File: src/pkg/rso_pkg.sv
// Constants and carrier types for the reset status and options bank
package rso_pkg;
    // Register addresses on the internal bus
    localparam logic [1:0] ADDR_CAUSE = 2'h0;
    localparam logic [1:0] ADDR_FORCE = 2'h1;
    localparam logic [1:0] ADDR_OPTS = 2'h2;
    // Reset cause field positions
    localparam int CAUSE_POR = 7;
    localparam int CAUSE_PIN = 6;
    localparam int CAUSE_WDOG = 5;
    localparam int CAUSE_ILLEGAL_OPCODE_FLAG = 4;
    localparam int CAUSE_CLKGEN = 2;
    localparam int CAUSE_LV = 1;
    localparam logic [7:0] CAUSE_RESET = 8'h00;
    localparam logic [7:0] CAUSE_POWER_ON = 8'h82;
    // Force-reset bit position and read value
    localparam int FORCE_BIT = 0;
    localparam logic [7:0] FORCE_READ = 8'h00;
    // Options field positions, implemented mask and reset value
    localparam int OPT_WDOG_EN = 7;
    localparam int OPT_WDOG_LONG = 6;
    localparam int OPT_HALT_EN = 5;
    localparam int OPT_DBG_PIN = 1;
    localparam logic [7:0] OPT_MASK = 8'hF3;
    localparam logic [7:0] OPT_RESET = 8'hC2;
    // Watchdog periods in bus clock cycles
    localparam logic [18:0] WDOG_SHORT_CYC = 19'h0_2000;
    localparam logic [18:0] WDOG_LONG_CYC = 19'h4_0000;
    localparam logic [7:0] READ_ZERO = 8'h00;

    // Raw reset sources and execution events from the core
    typedef struct packed {
        logic por_level;
        logic pin_level;
        logic wdog_timeout;
        logic illegal_opcode;
        logic halt_exec;
        logic background_instruction_exec;
        logic clkgen_req;
        logic low_voltage;
    } rso_src_t;

    // Enables that gate some sources
    typedef struct packed {
        logic low_voltage_detect_enable;
        logic low_voltage_reset_enable;
        logic low_voltage_halt_enable;
        logic in_halt;
        logic background_mode_enable;
    } rso_gate_t;
endpackage

File: src/rtl/rso_reset_status_and_options.sv
// Reset cause flags, debug forced reset and write-once options
`timescale 1ns/1ns
`default_nettype none

// How it works
// RULE1 - Reset cause flags are read-only and record what caused the last reset.
// RULE2 - A debug forced reset sets no reset cause flag.
// RULE3 - Any write to the cause address restarts the watchdog, flags unchanged.
// RULE4 - Power-on reset sets bit 7 and bit 1, all others zero.
// RULE5 - Low-voltage reset keeps bit 7, sets bit 1, clears the rest.
// RULE6 - Other resets set active source flags; bits 7,3,1,0 read zero.
// RULE7 - Bit 6 marks a reset from the external reset pin.
// RULE8 - Bit 5 marks watchdog timeout; blocked when watchdog enable is zero.
// RULE9 - Bit 4 marks illegal opcode, including disabled halt or background.
// RULE10 - Bit 2 marks a reset requested by the clock generator.
// RULE11 - Bit 1 low-voltage reset needs both enables; halt blocks without halt enable.
// RULE12 - Force-reset register takes debug writes only and always reads zero.
// RULE13 - Debug write of one to force-reset bit resets the whole device.
// RULE14 - Options register readable anytime; bits 3 and 2 read zero.
// RULE15 - Options register takes only the first write after each reset.
// RULE16 - Software should write options once during reset initialisation.
// RULE17 - Options bit 7 watchdog enable resets to one.
// RULE18 - Options bit 6 resets to one; long or short watchdog period.
// RULE19 - Options bit 5 halt enable resets to zero; halt otherwise illegal.
// RULE20 - Options bit 1 selects debug pin function; defaults to debug.
// RULE21 - Internal lock flag cleared by reset, set by first accepted write.
module rso_reset_status_and_options (
    input wire logic core_clk,
    input wire logic rst,
    input wire logic [1:0] bus_addr,
    input wire logic bus_wr,
    input wire logic bus_rd,
    input wire logic [7:0] bus_wdata,
    output logic [7:0] bus_rdata,
    input wire logic dbg_wr,
    input wire logic [1:0] dbg_addr,
    input wire logic [7:0] dbg_wdata,
    input wire rso_pkg::rso_src_t src,
    input wire rso_pkg::rso_gate_t gate,
    output logic reset_request,
    output logic wdog_restart,
    output logic watchdog_enable,
    output logic watchdog_long_period,
    output logic [18:0] wdog_period_cycles,
    output logic halt_mode_enable,
    output logic debug_pin_enable,
    output logic options_locked
);

    // Address match helper
    function automatic logic hit(
        input logic [1:0] addr,
        input logic [1:0] target
    );
        hit = (addr == target);
    endfunction

    logic [7:0] reset_cause_r;
    logic [7:0] system_options_r;
    logic lock_r;
    logic [7:0] rdata_r;
    logic reset_req_r;
    logic restart_r;
    logic rst_d_r;
    // Pending causes, held from the request until reset is released
    logic pend_pin_r;
    logic pend_wdog_r;
    logic pend_illegal_opcode_flag_r;
    logic pend_clkgen_r;
    logic pend_lv_r;

    logic wdog_req;
    logic illegal_opcode_flag_req;
    logic lv_req;
    logic force_req;
    logic user_opt_wr;
    logic dbg_opt_wr;
    logic cause_wr;
    logic [7:0] opt_wdata;
    logic [7:0] cause_nxt;

    // Gated reset sources
    assign wdog_req = src.wdog_timeout
        & system_options_r[rso_pkg::OPT_WDOG_EN]; // RULE8 RULE17
    assign illegal_opcode_flag_req = src.illegal_opcode
        | (src.halt_exec & ~system_options_r[rso_pkg::OPT_HALT_EN]) // RULE19
        | (src.background_instruction_exec & ~gate.background_mode_enable); // RULE9
    assign lv_req = src.low_voltage
        & gate.low_voltage_detect_enable
        & gate.low_voltage_reset_enable
        & (~gate.in_halt | gate.low_voltage_halt_enable); // RULE11

    // Debug-only force reset; user bus writes never reach it
    assign force_req = dbg_wr
        & hit(dbg_addr, rso_pkg::ADDR_FORCE)
        & dbg_wdata[rso_pkg::FORCE_BIT]; // RULE12 RULE13

    // Write decode; the user bus wins a same-cycle clash
    assign user_opt_wr = bus_wr & hit(bus_addr, rso_pkg::ADDR_OPTS);
    assign dbg_opt_wr = dbg_wr & hit(dbg_addr, rso_pkg::ADDR_OPTS);
    assign opt_wdata = user_opt_wr ? bus_wdata : dbg_wdata;
    assign cause_wr = (bus_wr & hit(bus_addr, rso_pkg::ADDR_CAUSE))
        | (dbg_wr & hit(dbg_addr, rso_pkg::ADDR_CAUSE));

    // Cause value loaded on every reset cycle
    always_comb
    begin
        cause_nxt = rso_pkg::CAUSE_RESET;
        if (src.por_level)
        begin
            cause_nxt = rso_pkg::CAUSE_POWER_ON; // RULE4
        end
        else if (pend_lv_r)
        begin
            cause_nxt[rso_pkg::CAUSE_POR] =
                reset_cause_r[rso_pkg::CAUSE_POR]; // RULE5
            cause_nxt[rso_pkg::CAUSE_LV] = 1'b1; // RULE5
        end
        else
        begin
            // Forced debug reset has no pending flag of its own
            cause_nxt[rso_pkg::CAUSE_PIN] = src.pin_level
                | pend_pin_r; // RULE7 RULE6 RULE2
            cause_nxt[rso_pkg::CAUSE_WDOG] = pend_wdog_r; // RULE8 RULE6
            cause_nxt[rso_pkg::CAUSE_ILLEGAL_OPCODE_FLAG] = pend_illegal_opcode_flag_r; // RULE9 RULE6
            cause_nxt[rso_pkg::CAUSE_CLKGEN] = pend_clkgen_r; // RULE10
        end
    end

    // Reset release edge tracking
    always_ff @(posedge core_clk)
    begin
        rst_d_r <= rst;
    end

    // Pending causes: held through reset, cleared after release
    always_ff @(posedge core_clk)
    begin
        if (rst)
        begin
            pend_pin_r <= pend_pin_r | src.pin_level;
            pend_wdog_r <= pend_wdog_r;
            pend_illegal_opcode_flag_r <= pend_illegal_opcode_flag_r;
            pend_clkgen_r <= pend_clkgen_r;
            pend_lv_r <= pend_lv_r | lv_req;
        end
        else if (rst_d_r)
        begin
            // New events in the release cycle win over the clear
            pend_pin_r <= src.pin_level;
            pend_wdog_r <= wdog_req;
            pend_illegal_opcode_flag_r <= illegal_opcode_flag_req;
            pend_clkgen_r <= src.clkgen_req;
            pend_lv_r <= lv_req;
        end
        else
        begin
            pend_pin_r <= pend_pin_r | src.pin_level;
            pend_wdog_r <= pend_wdog_r | wdog_req;
            pend_illegal_opcode_flag_r <= pend_illegal_opcode_flag_r | illegal_opcode_flag_req;
            pend_clkgen_r <= pend_clkgen_r | src.clkgen_req;
            pend_lv_r <= pend_lv_r | lv_req;
        end
    end

    // Reset cause register: loaded only while reset is active
    always_ff @(posedge core_clk)
    begin
        if (rst)
        begin
            reset_cause_r <= cause_nxt; // RULE1 RULE6
        end
        else
        begin
            reset_cause_r <= reset_cause_r; // RULE1 RULE3
        end
    end

    // Reset request toward the reset controller
    always_ff @(posedge core_clk)
    begin
        if (rst)
        begin
            reset_req_r <= 1'b0;
        end
        else
        begin
            reset_req_r <= wdog_req | illegal_opcode_flag_req | lv_req
                | src.clkgen_req | force_req; // RULE13
        end
    end

    // Watchdog restart pulse on any cause-address write
    always_ff @(posedge core_clk)
    begin
        if (rst)
        begin
            restart_r <= 1'b0;
        end
        else
        begin
            restart_r <= cause_wr; // RULE3
        end
    end

    // Write-once options register and its lock
    always_ff @(posedge core_clk)
    begin
        if (rst)
        begin
            system_options_r <= rso_pkg::OPT_RESET; // RULE17 RULE18 RULE19
            lock_r <= 1'b0; // RULE21
        end
        else if ((user_opt_wr | dbg_opt_wr) & ~lock_r)
        begin
            system_options_r <= opt_wdata & rso_pkg::OPT_MASK; // RULE14
            lock_r <= 1'b1; // RULE15 RULE21
        end
        else
        begin
            system_options_r <= system_options_r; // RULE15
        end
    end

    // Registered read data, one cycle after the read strobe
    always_ff @(posedge core_clk)
    begin
        if (rst)
        begin
            rdata_r <= rso_pkg::READ_ZERO;
        end
        else if (bus_rd)
        begin
            case (bus_addr)
                rso_pkg::ADDR_CAUSE: rdata_r <= reset_cause_r; // RULE1
                rso_pkg::ADDR_FORCE: rdata_r <= rso_pkg::FORCE_READ; // RULE12
                rso_pkg::ADDR_OPTS: rdata_r <= system_options_r; // RULE14
                default: rdata_r <= rso_pkg::READ_ZERO;
            endcase
        end
        else
        begin
            rdata_r <= rdata_r;
        end
    end

    // Outputs
    assign bus_rdata = rdata_r;
    assign reset_request = reset_req_r;
    assign wdog_restart = restart_r;
    assign watchdog_enable = system_options_r[rso_pkg::OPT_WDOG_EN]; // RULE17
    assign watchdog_long_period =
        system_options_r[rso_pkg::OPT_WDOG_LONG]; // RULE18
    assign wdog_period_cycles =
        system_options_r[rso_pkg::OPT_WDOG_LONG]
        ? rso_pkg::WDOG_LONG_CYC : rso_pkg::WDOG_SHORT_CYC; // RULE18
    assign halt_mode_enable = system_options_r[rso_pkg::OPT_HALT_EN];
    assign debug_pin_enable = system_options_r[rso_pkg::OPT_DBG_PIN]; // RULE20
    assign options_locked = lock_r;

endmodule

`default_nettype wire

File: config.mk
export PLATFORM = sky130hd
export DESIGN_NAME = rso_reset_status_and_options
export DESIGN_NICKNAME = d
export VERILOG_FILES = /design/src/pkg/rso_pkg.sv /design/src/rtl/rso_reset_status_and_options.sv
export SDC_FILE = /design/constraint.sdc
export NUM_CORES = 1
export LEC_CHECK = 0
export CORE_MARGIN = 8
export CORE_UTILIZATION = 34
export DETAILED_ROUTE_END_ITERATION = 10
export DONT_BUFFER_PORTS = 1
export PLACE_DENSITY = 0.51
export SETUP_SLACK_MARGIN = 0.4
export SLEW_MARGIN = 5
export SYNTH_ARGS = -nofsm -noshare
export SYNTH_HDL_FRONTEND = slang
export SYNTH_SLANG_ARGS = --single-unit
File: constraint.sdc
create_clock -name core_clk -period 2.77 [get_ports core_clk]
set_input_delay 0.277 -clock core_clk [delete_from_list [all_inputs] [get_ports core_clk]]
set_output_delay 0.277 -clock core_clk [all_outputs]
set_load 0.01 [all_outputs]
======== After elaboration in Yosys (flattened, before gate mapping) ========
Index checks and enable logic that the tools add are counted.
Widths: inputs -> output; s select.
storage, ports and cells
  latch bits .............................. 0
  memory bits (read-only) ................. 0
  register bits ........................... 29
  memories kept ........................... 0
  output and inout port bits .............. 34
  RAM bits ................................ 0
cells by class
  reduce and logical (&&, ||, !) cells .... 4
  bitwise gates (word level) .............. 31
  mux-type cells .......................... 12
  $lt $le $gt $ge ......................... 0
  $mul .................................... 0
  divide/modulo/power cells ............... 0
  equality and inequality tests ........... 4
  add/sub/neg operators ................... 0
  shifts and indexed selects .............. 0
operators with widths
  kind                count
  $mux 19             1
  $pmux 8 s2          1
  $or 1x1->1          14
  $and 1x1->1         13
  $mux 1              9
  $mux 8              1
  $eq 2x2->1 const B  2
  $logic_not 2->1     2
  $not 1->1           4
  $eq 2x1->1 const B  1
  $ne 2x2->1 const B  1
  $reduce_and 2->1    1
  $reduce_or 2->1     1

======== Logic depth before layout (Yosys ltp) ========
Gate-level depths: netlist of the first run.
  depth in word-level cells ............... 8
  gate-level depth with buffers ........... 4
  depth with buffers taken out ............ 3

======== Least setup slack after synthesis of the first run ========
Ideal clock, no wire load.
  path type ............................... register -> register
  start ................................... register system_options_r[5]
  end ..................................... register pend_illegal_opcode_flag_r, data pin
  arrival time ............................ 0.825 ns
  path buffers ............................ 0
  clock period less this slack ............ 1.098 ns
  cell stages (with the launch flop) ...... 4
  path slack .............................. 1.672 ns
  data required time ...................... 2.496 ns
  path through ............................ dfxtp_1 > inv_1 > a221oi_1 > o21ai_0
between the ends
  cells in the longest elaborated chain, start to end .. 6
RTL lines
  item                    line                                 source
  start, declared         rso_reset_status_and_options.sv:59   logic [7:0] system_options_r;
  start signal, assigned  rso_reset_status_and_options.sv:211  system_options_r <= rso_pkg::OPT_RESET;
  start signal, assigned  rso_reset_status_and_options.sv:216  system_options_r <= opt_wdata & rso_pkg::OPT_MASK;
  start signal, assigned  rso_reset_status_and_options.sv:221  system_options_r <= system_options_r;
  $not 1->1 *             rso_reset_status_and_options.sv:86   | (src.halt_exec & ~system_options_r[rso_pkg::OPT_HALT_EN])
  $and 1x1->1 *           rso_reset_status_and_options.sv:86
  $or 1x1->1 *            rso_reset_status_and_options.sv:86
  $or 1x1->1 *            rso_reset_status_and_options.sv:87   | (src.background_instruction_exec & ~gate.background_mode_enable);
  $or 1x1->1              rso_reset_status_and_options.sv:160  pend_illegal_opcode_flag_r <= pend_illegal_opcode_flag_r | illegal_opcode_flag_req;
  $mux 1 *                rso_reset_status_and_options.sv:147  else if (rst_d_r)
  end signal, assigned    rso_reset_status_and_options.sv:143  pend_illegal_opcode_flag_r <= pend_illegal_opcode_flag_r;
  end signal, assigned    rso_reset_status_and_options.sv:152  pend_illegal_opcode_flag_r <= illegal_opcode_flag_req;
  end signal, assigned    rso_reset_status_and_options.sv:160
  end, declared           rso_reset_status_and_options.sv:68   logic pend_illegal_opcode_flag_r;
Mark *: on every way between the ends. The rest lies on a longest branch, timed or not.
A chain may end at the register's enable or synchronous reset.

======== Final worst setup path of the first run ========
Ends and elaborated chain as after synthesis.

==> results of run 1 <==
==> power groups by stage <==
stage | Sequential [mW] | Clock, mW | Combinational [mW]
after floorplan | 0.477 | 0 | 0.0956
final | 0.477 | 0.222 | 0.0786
after global routing | 0.482 | 0.252 | 0.0897
after detailed placement | 0.488 | 0 | 0.0785
after CTS | 0.478 | 0.230 | 0.0789
after global placement | 0.487 | 0 | 0.0762
==> how the worst max path moves through the flow <==
stage | start | end
2_1_floorplan | system_options_r[5]$_SDFFE_PP0P_ | pend_illegal_opcode_flag_r$_DFFE_PN_
3_3_place_gp | system_options_r[5]$_SDFFE_PP0P_ | pend_illegal_opcode_flag_r$_DFFE_PN_
3_5_place_dp | system_options_r[5]$_SDFFE_PP0P_ | pend_illegal_opcode_flag_r$_DFFE_PN_
4_1_cts | system_options_r[5]$_SDFFE_PP0P_ | pend_illegal_opcode_flag_r$_DFFE_PN_
5_1_grt | system_options_r[5]$_SDFFE_PP0P_ | pend_illegal_opcode_flag_r$_DFFE_PN_
6_report | system_options_r[5]$_SDFFE_PP0P_ | pend_illegal_opcode_flag_r$_DFFE_PN_
==> flip-flops by register name, indices dropped and copies added (netlist names) <==
signal	cells
reset_request	1
bus_rdata	7
pend_illegal_opcode_flag_r	1
pend_clkgen_r	1
pend_wdog_r	1
options_locked	1
pend_lv_r	1
rst_d_r	1
system_options_r	6
reset_cause_r	6
pend_pin_r	1
wdog_restart	1
==> layout make-up <==
cell class	instances	area, um2
clock buffers	3	41.3
well taps	50	62.6
inverters	16	60.1
fillers	408	2580
flip-flops and latches	28	651
multi-input cells	92	599
clock inverters	1	3.75
==> placed cells by master, fill, tap and decap left out <==
| master | n |
|---|---|
| nor2_1 | 12 |
| nand2_1 | 3 |
| nor2b_1 | 6 |
| nor3b_1 | 1 |
| nand3_1 | 1 |
| a21oi_4 | 1 |
| a221oi_1 | 1 |
| and3b_1 | 2 |
| and4b_1 | 3 |
| a31oi_1 | 8 |
| o2111ai_1 | 1 |
| clkinv_1 | 2 |
| a21oi_1 | 9 |
| edfxtp_1 | 9 |
| and2_1 | 1 |
| nand4b_1 | 2 |
| nand3b_1 | 1 |
| and4bb_2 | 3 |
| o221a_2 | 3 |
| mux2_2 | 5 |
| nand3b_4 | 1 |
| clkbuf_8 | 3 |
| a21o_1 | 2 |
| o221ai_1 | 3 |
| inv_1 | 15 |
| dfxtp_1 | 19 |
| nand2b_1 | 3 |
| o21ai_0 | 2 |
| conb_1 | 18 |
==> critical path, cell delays in order, from the launching register on <==
cell and delay, ns:
dfxtp_1 0.45, inv_1 0.06, a221oi_1 0.34, o21ai_0 0.13
==> metal layers <==
metal  vias up  global-route usage  routed length, um
met2        35               0.173               1600
met5         -                   0                  0
met1       442               0.112               1230
met3         4              0.0379                369
li1        458                   -                  -
met4         0              0.0436                 40
==> stage by stage <==
| step | power [mW] | worst slack, ns | instance area [um2] | hold WS, ns |
|---|---|---|---|---|
| after floorplan | 0.573 | 1.67 | 1480 | 0.305 |
| after global placement | 0.563 | 1.53 | 1370 | 0.308 |
| after detailed placement | 0.566 | 1.50 | 1370 | 0.308 |
| after CTS | 0.788 | 1.48 | 1420 | 0.0173 |
| after global routing | 0.823 | 1.38 | 1420 | 0.000759 |
| final | 0.778 | 1.53 | 1420 | 0.0240 |
==> cell families after synthesis <==
group | share of synthesized area
and+or+nand+nor | 0.185
buffers and inverters | 0.161
AOI/OAI and AO/OA | 0.151
DFF | 0.460
muxes | 0.0398
other | 0.00265
==> reports/metrics.yaml, run 1 <==
finish:
  drive_gt1_frac: 0.114
  finalNetCount: 179
  antenna_cells: 0
  syn_to_final_growth_pct: 0.266
  post-route-util: 0.354
  finalNonFillerCells: 190
drt:
  drc: 0
  drtIter0Drc: 40
  dr.pass1.iters: 4
  ant_nets: 0
  via_count: 939
  detail_route.wl_per_cell_um: 17.0
  routed_wl_um: 3240
  viasPerCell: 4.94
synth:
  synth_seq_cells: 28
  synth_area_leaders: "dfxtp_1 27%, edfxtp_1 19%, buf_4 10%"
  synth.largest_area_cell: "dfxtp_1"
  synth_cell_types: 33
  yosys.area.top_type_share: 0.269
  ys_seq_area_frac: 0.460
  synth_edf_count: 9
  avgSynthCellArea_um2: 9.96
  synth_flop_cell: "dfxtp_1"
  synth_common_cells: "19 x buf_4, 19 x dfxtp_1, 15 x inv_1, 12 x nor2_1"
  synthArstFlopShare: 0
  netlist_area_mm2: 0.00141
  yosysWarnings: 0
  synth_cells: 142
clock_network:
  numCtsBuffers: 3
  insertion_delay_ns: 0.27
  cts_max_path_buffers: 2
  hold_buffers: 0
  cts_root_buffer: "clkbuf_8"
  cts_tree: "yes"
  cts_sinks: 28
  post_cts_resized: 0
  ctsHtreeMaxLevel: 1
  post_cts_buffers: 0
  cts.clk_slew.worst_paths_ns: 0.09
placement:
  io_buffers: 0
  dpl.hpwl_um: 2640
  gp_congestion: 0.729
  dp_cells: 186
sta:
  max_freq_ghz: 0.804
  period_share: 0.449
  setup_viol: 0
  skew_ns: 0.00512
  drv_slew: 0
  finalHoldViolCount: 0
  rsz0062_at_grt: "no"
  fin_setup_tns_ns: 0
  min_period_ns: 1.24
min_path:
  hp-class: "in2reg"
  whs_path_depth: 0
  min_from: "rst"
  hold_end: "rst_d_r$_DFF_P_"
global_route:
  grt_max_degree: 19
  grt_pass1_wl_um: 5170
  antenna_found_initial: 0
  grt_pass1_vias: 1008
  grt_overflow: 0
  grt.total_usage: 0.102
power:
  power_frac_seq: 0.613
  p_sw_mw: 0.191
  swShare: 0.245
  clock_power_share: 0.285
  peakVddDrop_mv: 0.169
  p_per_area_mw_per_mm2: 549
  p_leak_nw: 0.600
  combinationalPowerShare: 0.101
  internal_power_mw: 0.587
floorplanning:
  dieArea_mm2: 0.00648
  die_y_um: 80.5
  fp-row-count: 23
  core_area_mm2: 0.00400
  start_util: 0.353
  io_pins: 72
  die_w_um: 80.5
worst_setup_path:
  criticalPathCategory: "reg2reg"
  r2r_slack_ns: 1.53
  r2r-start: "system_options_r[5]$_SDFFE_PP0P_"
  r2r_cells: 3
  cp_max_fo: 4
  crit_path_end_kind: "register"
  arrival_ns: 1.26
  worstPathRequired_ns: 2.79
  cp-start-kind: "register"
  r2r-end: "pend_illegal_opcode_flag_r$_DFFE_PN_"
outcome:
  run_status: "finished, final reports clean"
flow_run:
  drv_cap: 0
No activity file was read; power rests on OpenSTA's default activity.
==> run 2, diff against run 1 <==
--- a/config.mk
+++ b/config.mk
@@ -9,7 +9,7 @@
 export CORE_UTILIZATION = 34
 export DETAILED_ROUTE_END_ITERATION = 10
 export DONT_BUFFER_PORTS = 1
-export PLACE_DENSITY = 0.51
+export PLACE_DENSITY = 0.53
 export SETUP_SLACK_MARGIN = 0.4
 export SLEW_MARGIN = 5
 export SYNTH_ARGS = -nofsm -noshare
==> constraint.sdc (replaced) <==
create_clock -name core_clk -period 1.1 [get_ports core_clk]
set_input_delay 0.11 -clock core_clk [delete_from_list [all_inputs] [get_ports core_clk]]
set_output_delay 0.11 -clock core_clk [all_outputs]
set_load 0.01 [all_outputs]
==> run 2 against run 1 <==
  * The run now ends with negative hold slack left
  * Total power rose to 2.6 times the previous value
  * Clock power up 150%
  * Hold slack worse by 0.16 ns
  * Global-route usage down 0.099 points
  * Cell count up 2.6%
  * Critical endpoint unchanged
  * Final area up 11%
  * Via count up 3.2%
  * Clock-buffer cell count unchanged
  * Sequential share of layout area down 2.4 points
  * Combinational power rose to 3.3 times the previous value
  * Critical path depth unchanged
==> reports/metrics.yaml, run 2 (synthesized netlist as in run 1, its figures left out) <==
clock_network:
  ctsHtreeMaxLevel: 1  # unchanged
  numCtsBuffers: 3  # unchanged
  cts_tree: "yes"
  cts_root_buffer: "clkbuf_8"
  insertion_delay_ns: 0.27  # about the same
  hold_buffers: 2  # +2
  cts_sinks: 28  # unchanged
  cts_max_path_buffers: 2  # unchanged
  cts.clk_slew.worst_paths_ns: 0.09  # about the same
floorplanning:
  io_pins: 72  # unchanged
  fp-row-count: 23  # unchanged
  dieArea_mm2: 0.00648  # unchanged
  die_y_um: 80.5  # unchanged
  core_area_mm2: 0.00400  # unchanged
  die_w_um: 80.5  # unchanged
  start_util: 0.353  # unchanged
drt:
  drc: 0  # unchanged
  viasPerCell: 4.97  # +0.55%
  routed_wl_um: 3340  # +3.2%
  ant_nets: 0  # unchanged
  drtIter0Drc: 38  # -5.0%
  dr.pass1.iters: 4  # unchanged
  detail_route.wl_per_cell_um: 17.1  # +0.51%
  via_count: 969  # +3.2%
global_route:
  grt_max_degree: 19  # unchanged
  grt_pass1_wl_um: 5190  # +0.39%
  grt_overflow: 0  # unchanged
  grt.total_usage: 0.101  # -0.000992
  antenna_found_initial: 0  # unchanged
  grt_pass1_vias: 979  # -2.9%
finish:
  syn_to_final_growth_pct: 11.6
  drive_gt1_frac: 0.379  # +0.265
  largest_reg_flops: 7  # unchanged
  antenna_cells: 0  # unchanged
  layout_common_cells: "18 x conb_1, 11 x inv_1, 11 x dfxtp_2"
  finalNetCount: 184  # +2.8%
  fillCellCount: 381  # -6.6%
  layout_commonest_cell: "conb_1"
worst_setup_path:
  path_depth: 3  # unchanged
  r2r_cells: 3  # unchanged
  arrival_ns: 1.02  # -0.24 ns
  crit_chain: "inv_2 > a221oi_2 > o21ai_1"
  path_delay_family: "flip-flops"
  crit_path_end_kind: "register"
  cp-start-kind: "register"
  path_buf_inv: 1  # unchanged
  max_stage_delay_ns: 0.37  # -0.08 ns
  worstPathRequired_ns: 1.12  # -1.67 ns
  cp_max_fo: 4  # unchanged
  criticalPathCategory: "reg2reg"
  slowest_stage: "dfxtp_4"
min_path:
  whs_path_depth: 0  # unchanged
  hp-class: "in2reg"
sta:
  tightest_slew_ns: 0.580
  drv_slew: 0  # unchanged
  skew_ns: 0.00164  # -0.00348 ns
  setup_viol: 0  # unchanged
  max_freq_ghz: 1.00  # +25%
  rsz0062_at_grt: "yes"
  fin_hold_ws_ns: -0.139  # -0.164 ns
  fin_setup_tns_ns: 0  # unchanged
  maxSlewHeadroom: 0.613
  setup_ws_ns: 0.103  # -1.42 ns
  finalHoldViolCount: 16  # +16
  period_share: 0.906  # +0.457
  min_period_ns: 0.997  # -0.247 ns
placement:
  dp_slack_ns: 0.108  # -1.39 ns
  dpl.hpwl_um: 2660  # +0.48%
  gp_congestion: 0.746  # +2.3%
  io_buffers: 0  # unchanged
power:
  p_per_area_mw_per_mm2: 1280  # +130%
  peakVddDrop_mv: 0.880  # +420%
  p_leak_nw: 0.651  # +8.5%
outcome:
  run_status: "complete, but fails checks"
  violations: "negative hold slack"
flow_run:
  drv_cap: 0  # unchanged
==> run 2: per-layer routing <==
layer,GRT usage,routed length (um),up-vias
met5,0,0,-
met3,0.0592,489,2
met2,0.162,1580,45
met4,0.0164,10,0
li1,-,-,470
met1,0.115,1270,452
==> run 2: area by class of cell <==
type	count	area, um2	area share
Sequential cell	28	687	0.435
Clock inverter	1	3.75	0.00238
Tap cell	50	62.6	0.0397
Clock buffer	3	41.3	0.0262
Inverter	16	63.8	0.0404
Multi-Input combinational cell	92	673	0.427
Timing Repair Buffer	5	46.3	0.0293
==> run 2: metrics by stage <==
| step | power [mW] | instance area [um2] | instances | util |
|---|---|---|---|---|
| final | 2.02 | 1580 | 195 | 0.394 |
| after CTS | 2.03 | 1550 | 195 | 0.388 |
| after global placement | 1.43 | 1400 | 187 | 0.351 |
| after detailed placement | 1.44 | 1400 | 187 | 0.351 |
| after global routing | 2.14 | 1580 | 195 | 0.394 |
| after floorplan | 1.46 | 1510 | 159 | - |
==> run 2: repair_timing <==
item / 4_1_cts / 5_1_grt
resized for setup: 30 / 8
buffers inserted: 2 / 0
pin swaps: 3 / 2
endpoints found under the setup margin: 39 / 41
hold endpoints to repair: 18 / 17
==> run 2: path summary, 6_finish.rpt <==
kind,startpoint,endpoint,slack (ns)
max,system_options_r[5]$_SDFFE_PP0P_,pend_illegal_opcode_flag_r$_DFFE_PN_,0.10
min,rst,rst_d_r$_DFF_P_,-0.14
max reg2reg,system_options_r[5]$_SDFFE_PP0P_,pend_illegal_opcode_flag_r$_DFFE_PN_,0.10
min reg2reg,pend_pin_r$_DFF_P_,pend_pin_r$_DFF_P_,0.46
==> run 2: power by group <==
group          switching, mW  internal, mW  leakage (nW)
Clock                  0.302         0.250        0.0231
Sequential            0.0664          1.14         0.249
Combinational          0.132         0.127         0.379
==> run 3, diff against run 2 <==
--- a/config.mk
+++ b/config.mk
@@ -6,12 +6,12 @@
 export NUM_CORES = 1
 export LEC_CHECK = 0
 export CORE_MARGIN = 8
-export CORE_UTILIZATION = 34
+export CORE_UTILIZATION = 55
 export DETAILED_ROUTE_END_ITERATION = 10
 export DONT_BUFFER_PORTS = 1
-export PLACE_DENSITY = 0.53
+export PLACE_DENSITY = 0.76
+export RECOVER_POWER = 50
 export SETUP_SLACK_MARGIN = 0.4
-export SLEW_MARGIN = 5
 export SYNTH_ARGS = -nofsm -noshare
 export SYNTH_HDL_FRONTEND = slang
 export SYNTH_SLANG_ARGS = --single-unit
==> run 3 against run 2 <==
  * The run still ends with negative hold slack left
  * Clock power is 12% lower
  * Total power is 2.4% lower
  * Register-to-register slack worse by 0.06 ns
  * Wire length is 6.2% lower
  * Sequential power hardly changed
  * Die area is 31% lower
  * Sequential share of layout area is 0.30 points higher
  * Final area is 0.32% lower
  * Combinational power is 3% higher
  * Worst setup slack worse by 0.061 ns
  * Hold slack worse by 0.054 ns
  * Critical path type unchanged
  * Critical endpoint unchanged
==> reports/metrics.yaml, run 3 (synthesized netlist as in run 1, its figures left out) <==
power:
  internal_power_mw: 1.48  # -2.7%
  combinationalPowerShare: 0.137  # +0.008
  p_leak_nw: 0.655  # +0.67%
  peakVddDrop_mv: 0.856  # -2.8%
  p_sw_mw: 0.493  # -1.7%
  power_frac_seq: 0.616  # +0.018
  p_per_area_mw_per_mm2: 1250  # -2.1%
  swShare: 0.250  # +0.00198
  clock_power_share: 0.248  # -0.026
sta:
  setup_viol: 0  # unchanged
  fin_hold_ws_ns: -0.194  # -0.0543 ns
  maxSlewHeadroom: 0.616  # +0.00313
  max_freq_ghz: 0.946  # -5.7%
  skew_ns: 0.00345  # +0.00181 ns
  tightest_slew_ns: 0.575  # -0.00468 ns
  finalHoldViolCount: 19  # +3
  period_share: 0.961  # +0.0550
  fin_setup_tns_ns: 0  # unchanged
  rsz0062_at_grt: "yes"
  drv_slew: 0  # unchanged
  min_period_ns: 1.06  # +0.0605 ns
clock_network:
  cts_sinks: 28  # unchanged
  insertion_delay_ns: 0.32  # +0.05 ns
  cts_tree: "yes"
  ctsHtreeMaxLevel: 1  # unchanged
  numCtsBuffers: 3  # unchanged
  cts_max_path_buffers: 2  # unchanged
  cts_root_buffer: "clkbuf_4"
  hold_buffers: 3  # +1
  cts.clk_slew.worst_paths_ns: 0.14  # +0.05 ns
placement:
  io_buffers: 0  # unchanged
  dp_cells: 166  # -11%
  dpl.hpwl_um: 2440  # -8.3%
  post_dp_cell_area_mm2: 0.00137  # -2.3%
  gp_congestion: 0.792  # +6.2%
drt:
  dr.pass1.iters: 4  # unchanged
  ant_nets: 0  # unchanged
  via_count: 973  # +0.41%
  drc: 0  # unchanged
  viasPerCell: 5.59  # +13%
  detail_route.wl_per_cell_um: 18.0  # +5.2%
  drtIter0Drc: 82  # +120%
  routed_wl_um: 3130  # -6.2%
outcome:
  run_status: "complete, but fails checks"
  violations: "negative hold slack"
finish:
  finalNonFillerCells: 174  # -11%
  post-route-util: 0.641  # +0.246
  layout_commonest_cell: "conb_1"
  syn_to_final_growth_pct: 11.2
  layout_common_cells: "18 x conb_1, 10 x dfxtp_2, 9 x inv_1, 9 x nor2_1, 9 x edfxtp_1"
  fin_area_mm2: 0.00157  # -0.32%
  largest_reg_flops: 7  # unchanged
  drive_gt1_frac: 0.410  # +0.0304
  finalNetCount: 183  # -0.54%
  antenna_cells: 0  # unchanged
worst_setup_path:
  cp-start-kind: "register"
  r2r_slack_ns: 0.04  # -0.06 ns
  worstPathRequired_ns: 1.18  # +0.06 ns
  crit_path_end_kind: "register"
  criticalPathCategory: "reg2reg"
  arrival_ns: 1.14  # +0.12 ns
  cp_max_fo: 4  # unchanged
  r2r-start: "system_options_r[5]$_SDFFE_PP0P_"
  r2r_cells: 3  # unchanged
  r2r-end: "pend_illegal_opcode_flag_r$_DFFE_PN_"
global_route:
  antenna_found_initial: 0  # unchanged
  grt_pass1_wl_um: 4770  # -8.1%
  grt.total_usage: 0.138  # +0.0363
  grt_overflow: 0  # unchanged
  grt_pass1_vias: 995  # +1.6%
  grt_max_degree: 19  # unchanged
min_path:
  min_from: "rst"
  hold_end: "rst_d_r$_DFF_P_"
  whs_path_depth: 0  # unchanged
  hp-class: "in2reg"
floorplanning:
  core_area_mm2: 0.00245  # -39%
  start_util: 0.576  # +0.222
  fp-row-count: 18  # -22%
  die_y_um: 66.7  # -17%
  dieArea_mm2: 0.00445  # -31%
  io_pins: 72  # unchanged
  die_w_um: 66.7  # -17%
flow_run:
  drv_cap: 0  # unchanged
run 3: changes by cell type in the layout (fill, tap and decap cells not counted), moves of 2 or more:
cell      before  now
buf_4          2    0
inv_1         11    9
clkbuf_4       0    3
clkbuf_8       3    1
run 3: timing repair:
item,in CTS,in global routing
pin swaps,3,5
resized for setup,32,15
setup buffers,1,0
endpoints found under the setup margin,39,41
hold endpoints to repair,22,20
run 3: power by group through the flow:
| stage | Clock (mW) | Sequential [mW] | Combinational [mW] |
|---|---|---|---|
| floorplan | 0 | 1.21 | 0.250 |
| global placement | 0 | 1.23 | 0.193 |
| detailed placement | 0 | 1.23 | 0.198 |
| CTS | 0.503 | 1.21 | 0.245 |
| global route | 0.543 | 1.22 | 0.296 |
| finish | 0.488 | 1.21 | 0.269 |
run 3: area by class of cell:
type / instances / area [um2]
flip-flops and latches: 28 / 689
fillers: 207 / 882
well taps: 30 / 37.5
multi-input cells: 92 / 702
inverters: 16 / 66.3
clock buffers: 4 / 36.3
repair buffers: 4 / 41.3
run 3: critical path: stages, from the launching register on:
cell and delay [ns]:
dfxtp_4 0.42, inv_4 0.04, a221oi_4 0.27, o21ai_1 0.10
run 3: per-stage QoR:
step	power (mW)	hold WS, ns	setup WS [ns]
global placement	1.42	0.140	0.0939
global route	2.06	-0.224	-0.00173
floorplan	1.46	0.138	0.132
finish	1.97	-0.194	0.0429
detailed placement	1.43	0.139	0.0648
CTS	1.96	-0.209	0.0498
run 3: worst max-delay path by stage:
stage / from / end / cells past startpoint
detailed placement: system_options_r[5]$_SDFFE_PP0P_ / pend_illegal_opcode_flag_r$_DFFE_PN_ / 3
CTS: system_options_r[5]$_SDFFE_PP0P_ / pend_illegal_opcode_flag_r$_DFFE_PN_ / 3
floorplan: system_options_r[5]$_SDFFE_PP0P_ / pend_illegal_opcode_flag_r$_DFFE_PN_ / 3
global route: system_options_r[5]$_SDFFE_PP0P_ / pend_illegal_opcode_flag_r$_DFFE_PN_ / 3
global placement: system_options_r[5]$_SDFFE_PP0P_ / pend_illegal_opcode_flag_r$_DFFE_PN_ / 3
finish: system_options_r[5]$_SDFFE_PP0P_ / pend_illegal_opcode_flag_r$_DFFE_PN_ / 3
run 3: routing by layer:
layer	global-route usage	up-vias	part of all wire
met5	0	-	0
met4	0.0480	0	0.015
met3	0.0403	4	0.096
met2	0.253	40	0.51
met1	0.143	464	0.38
li1	-	465	-
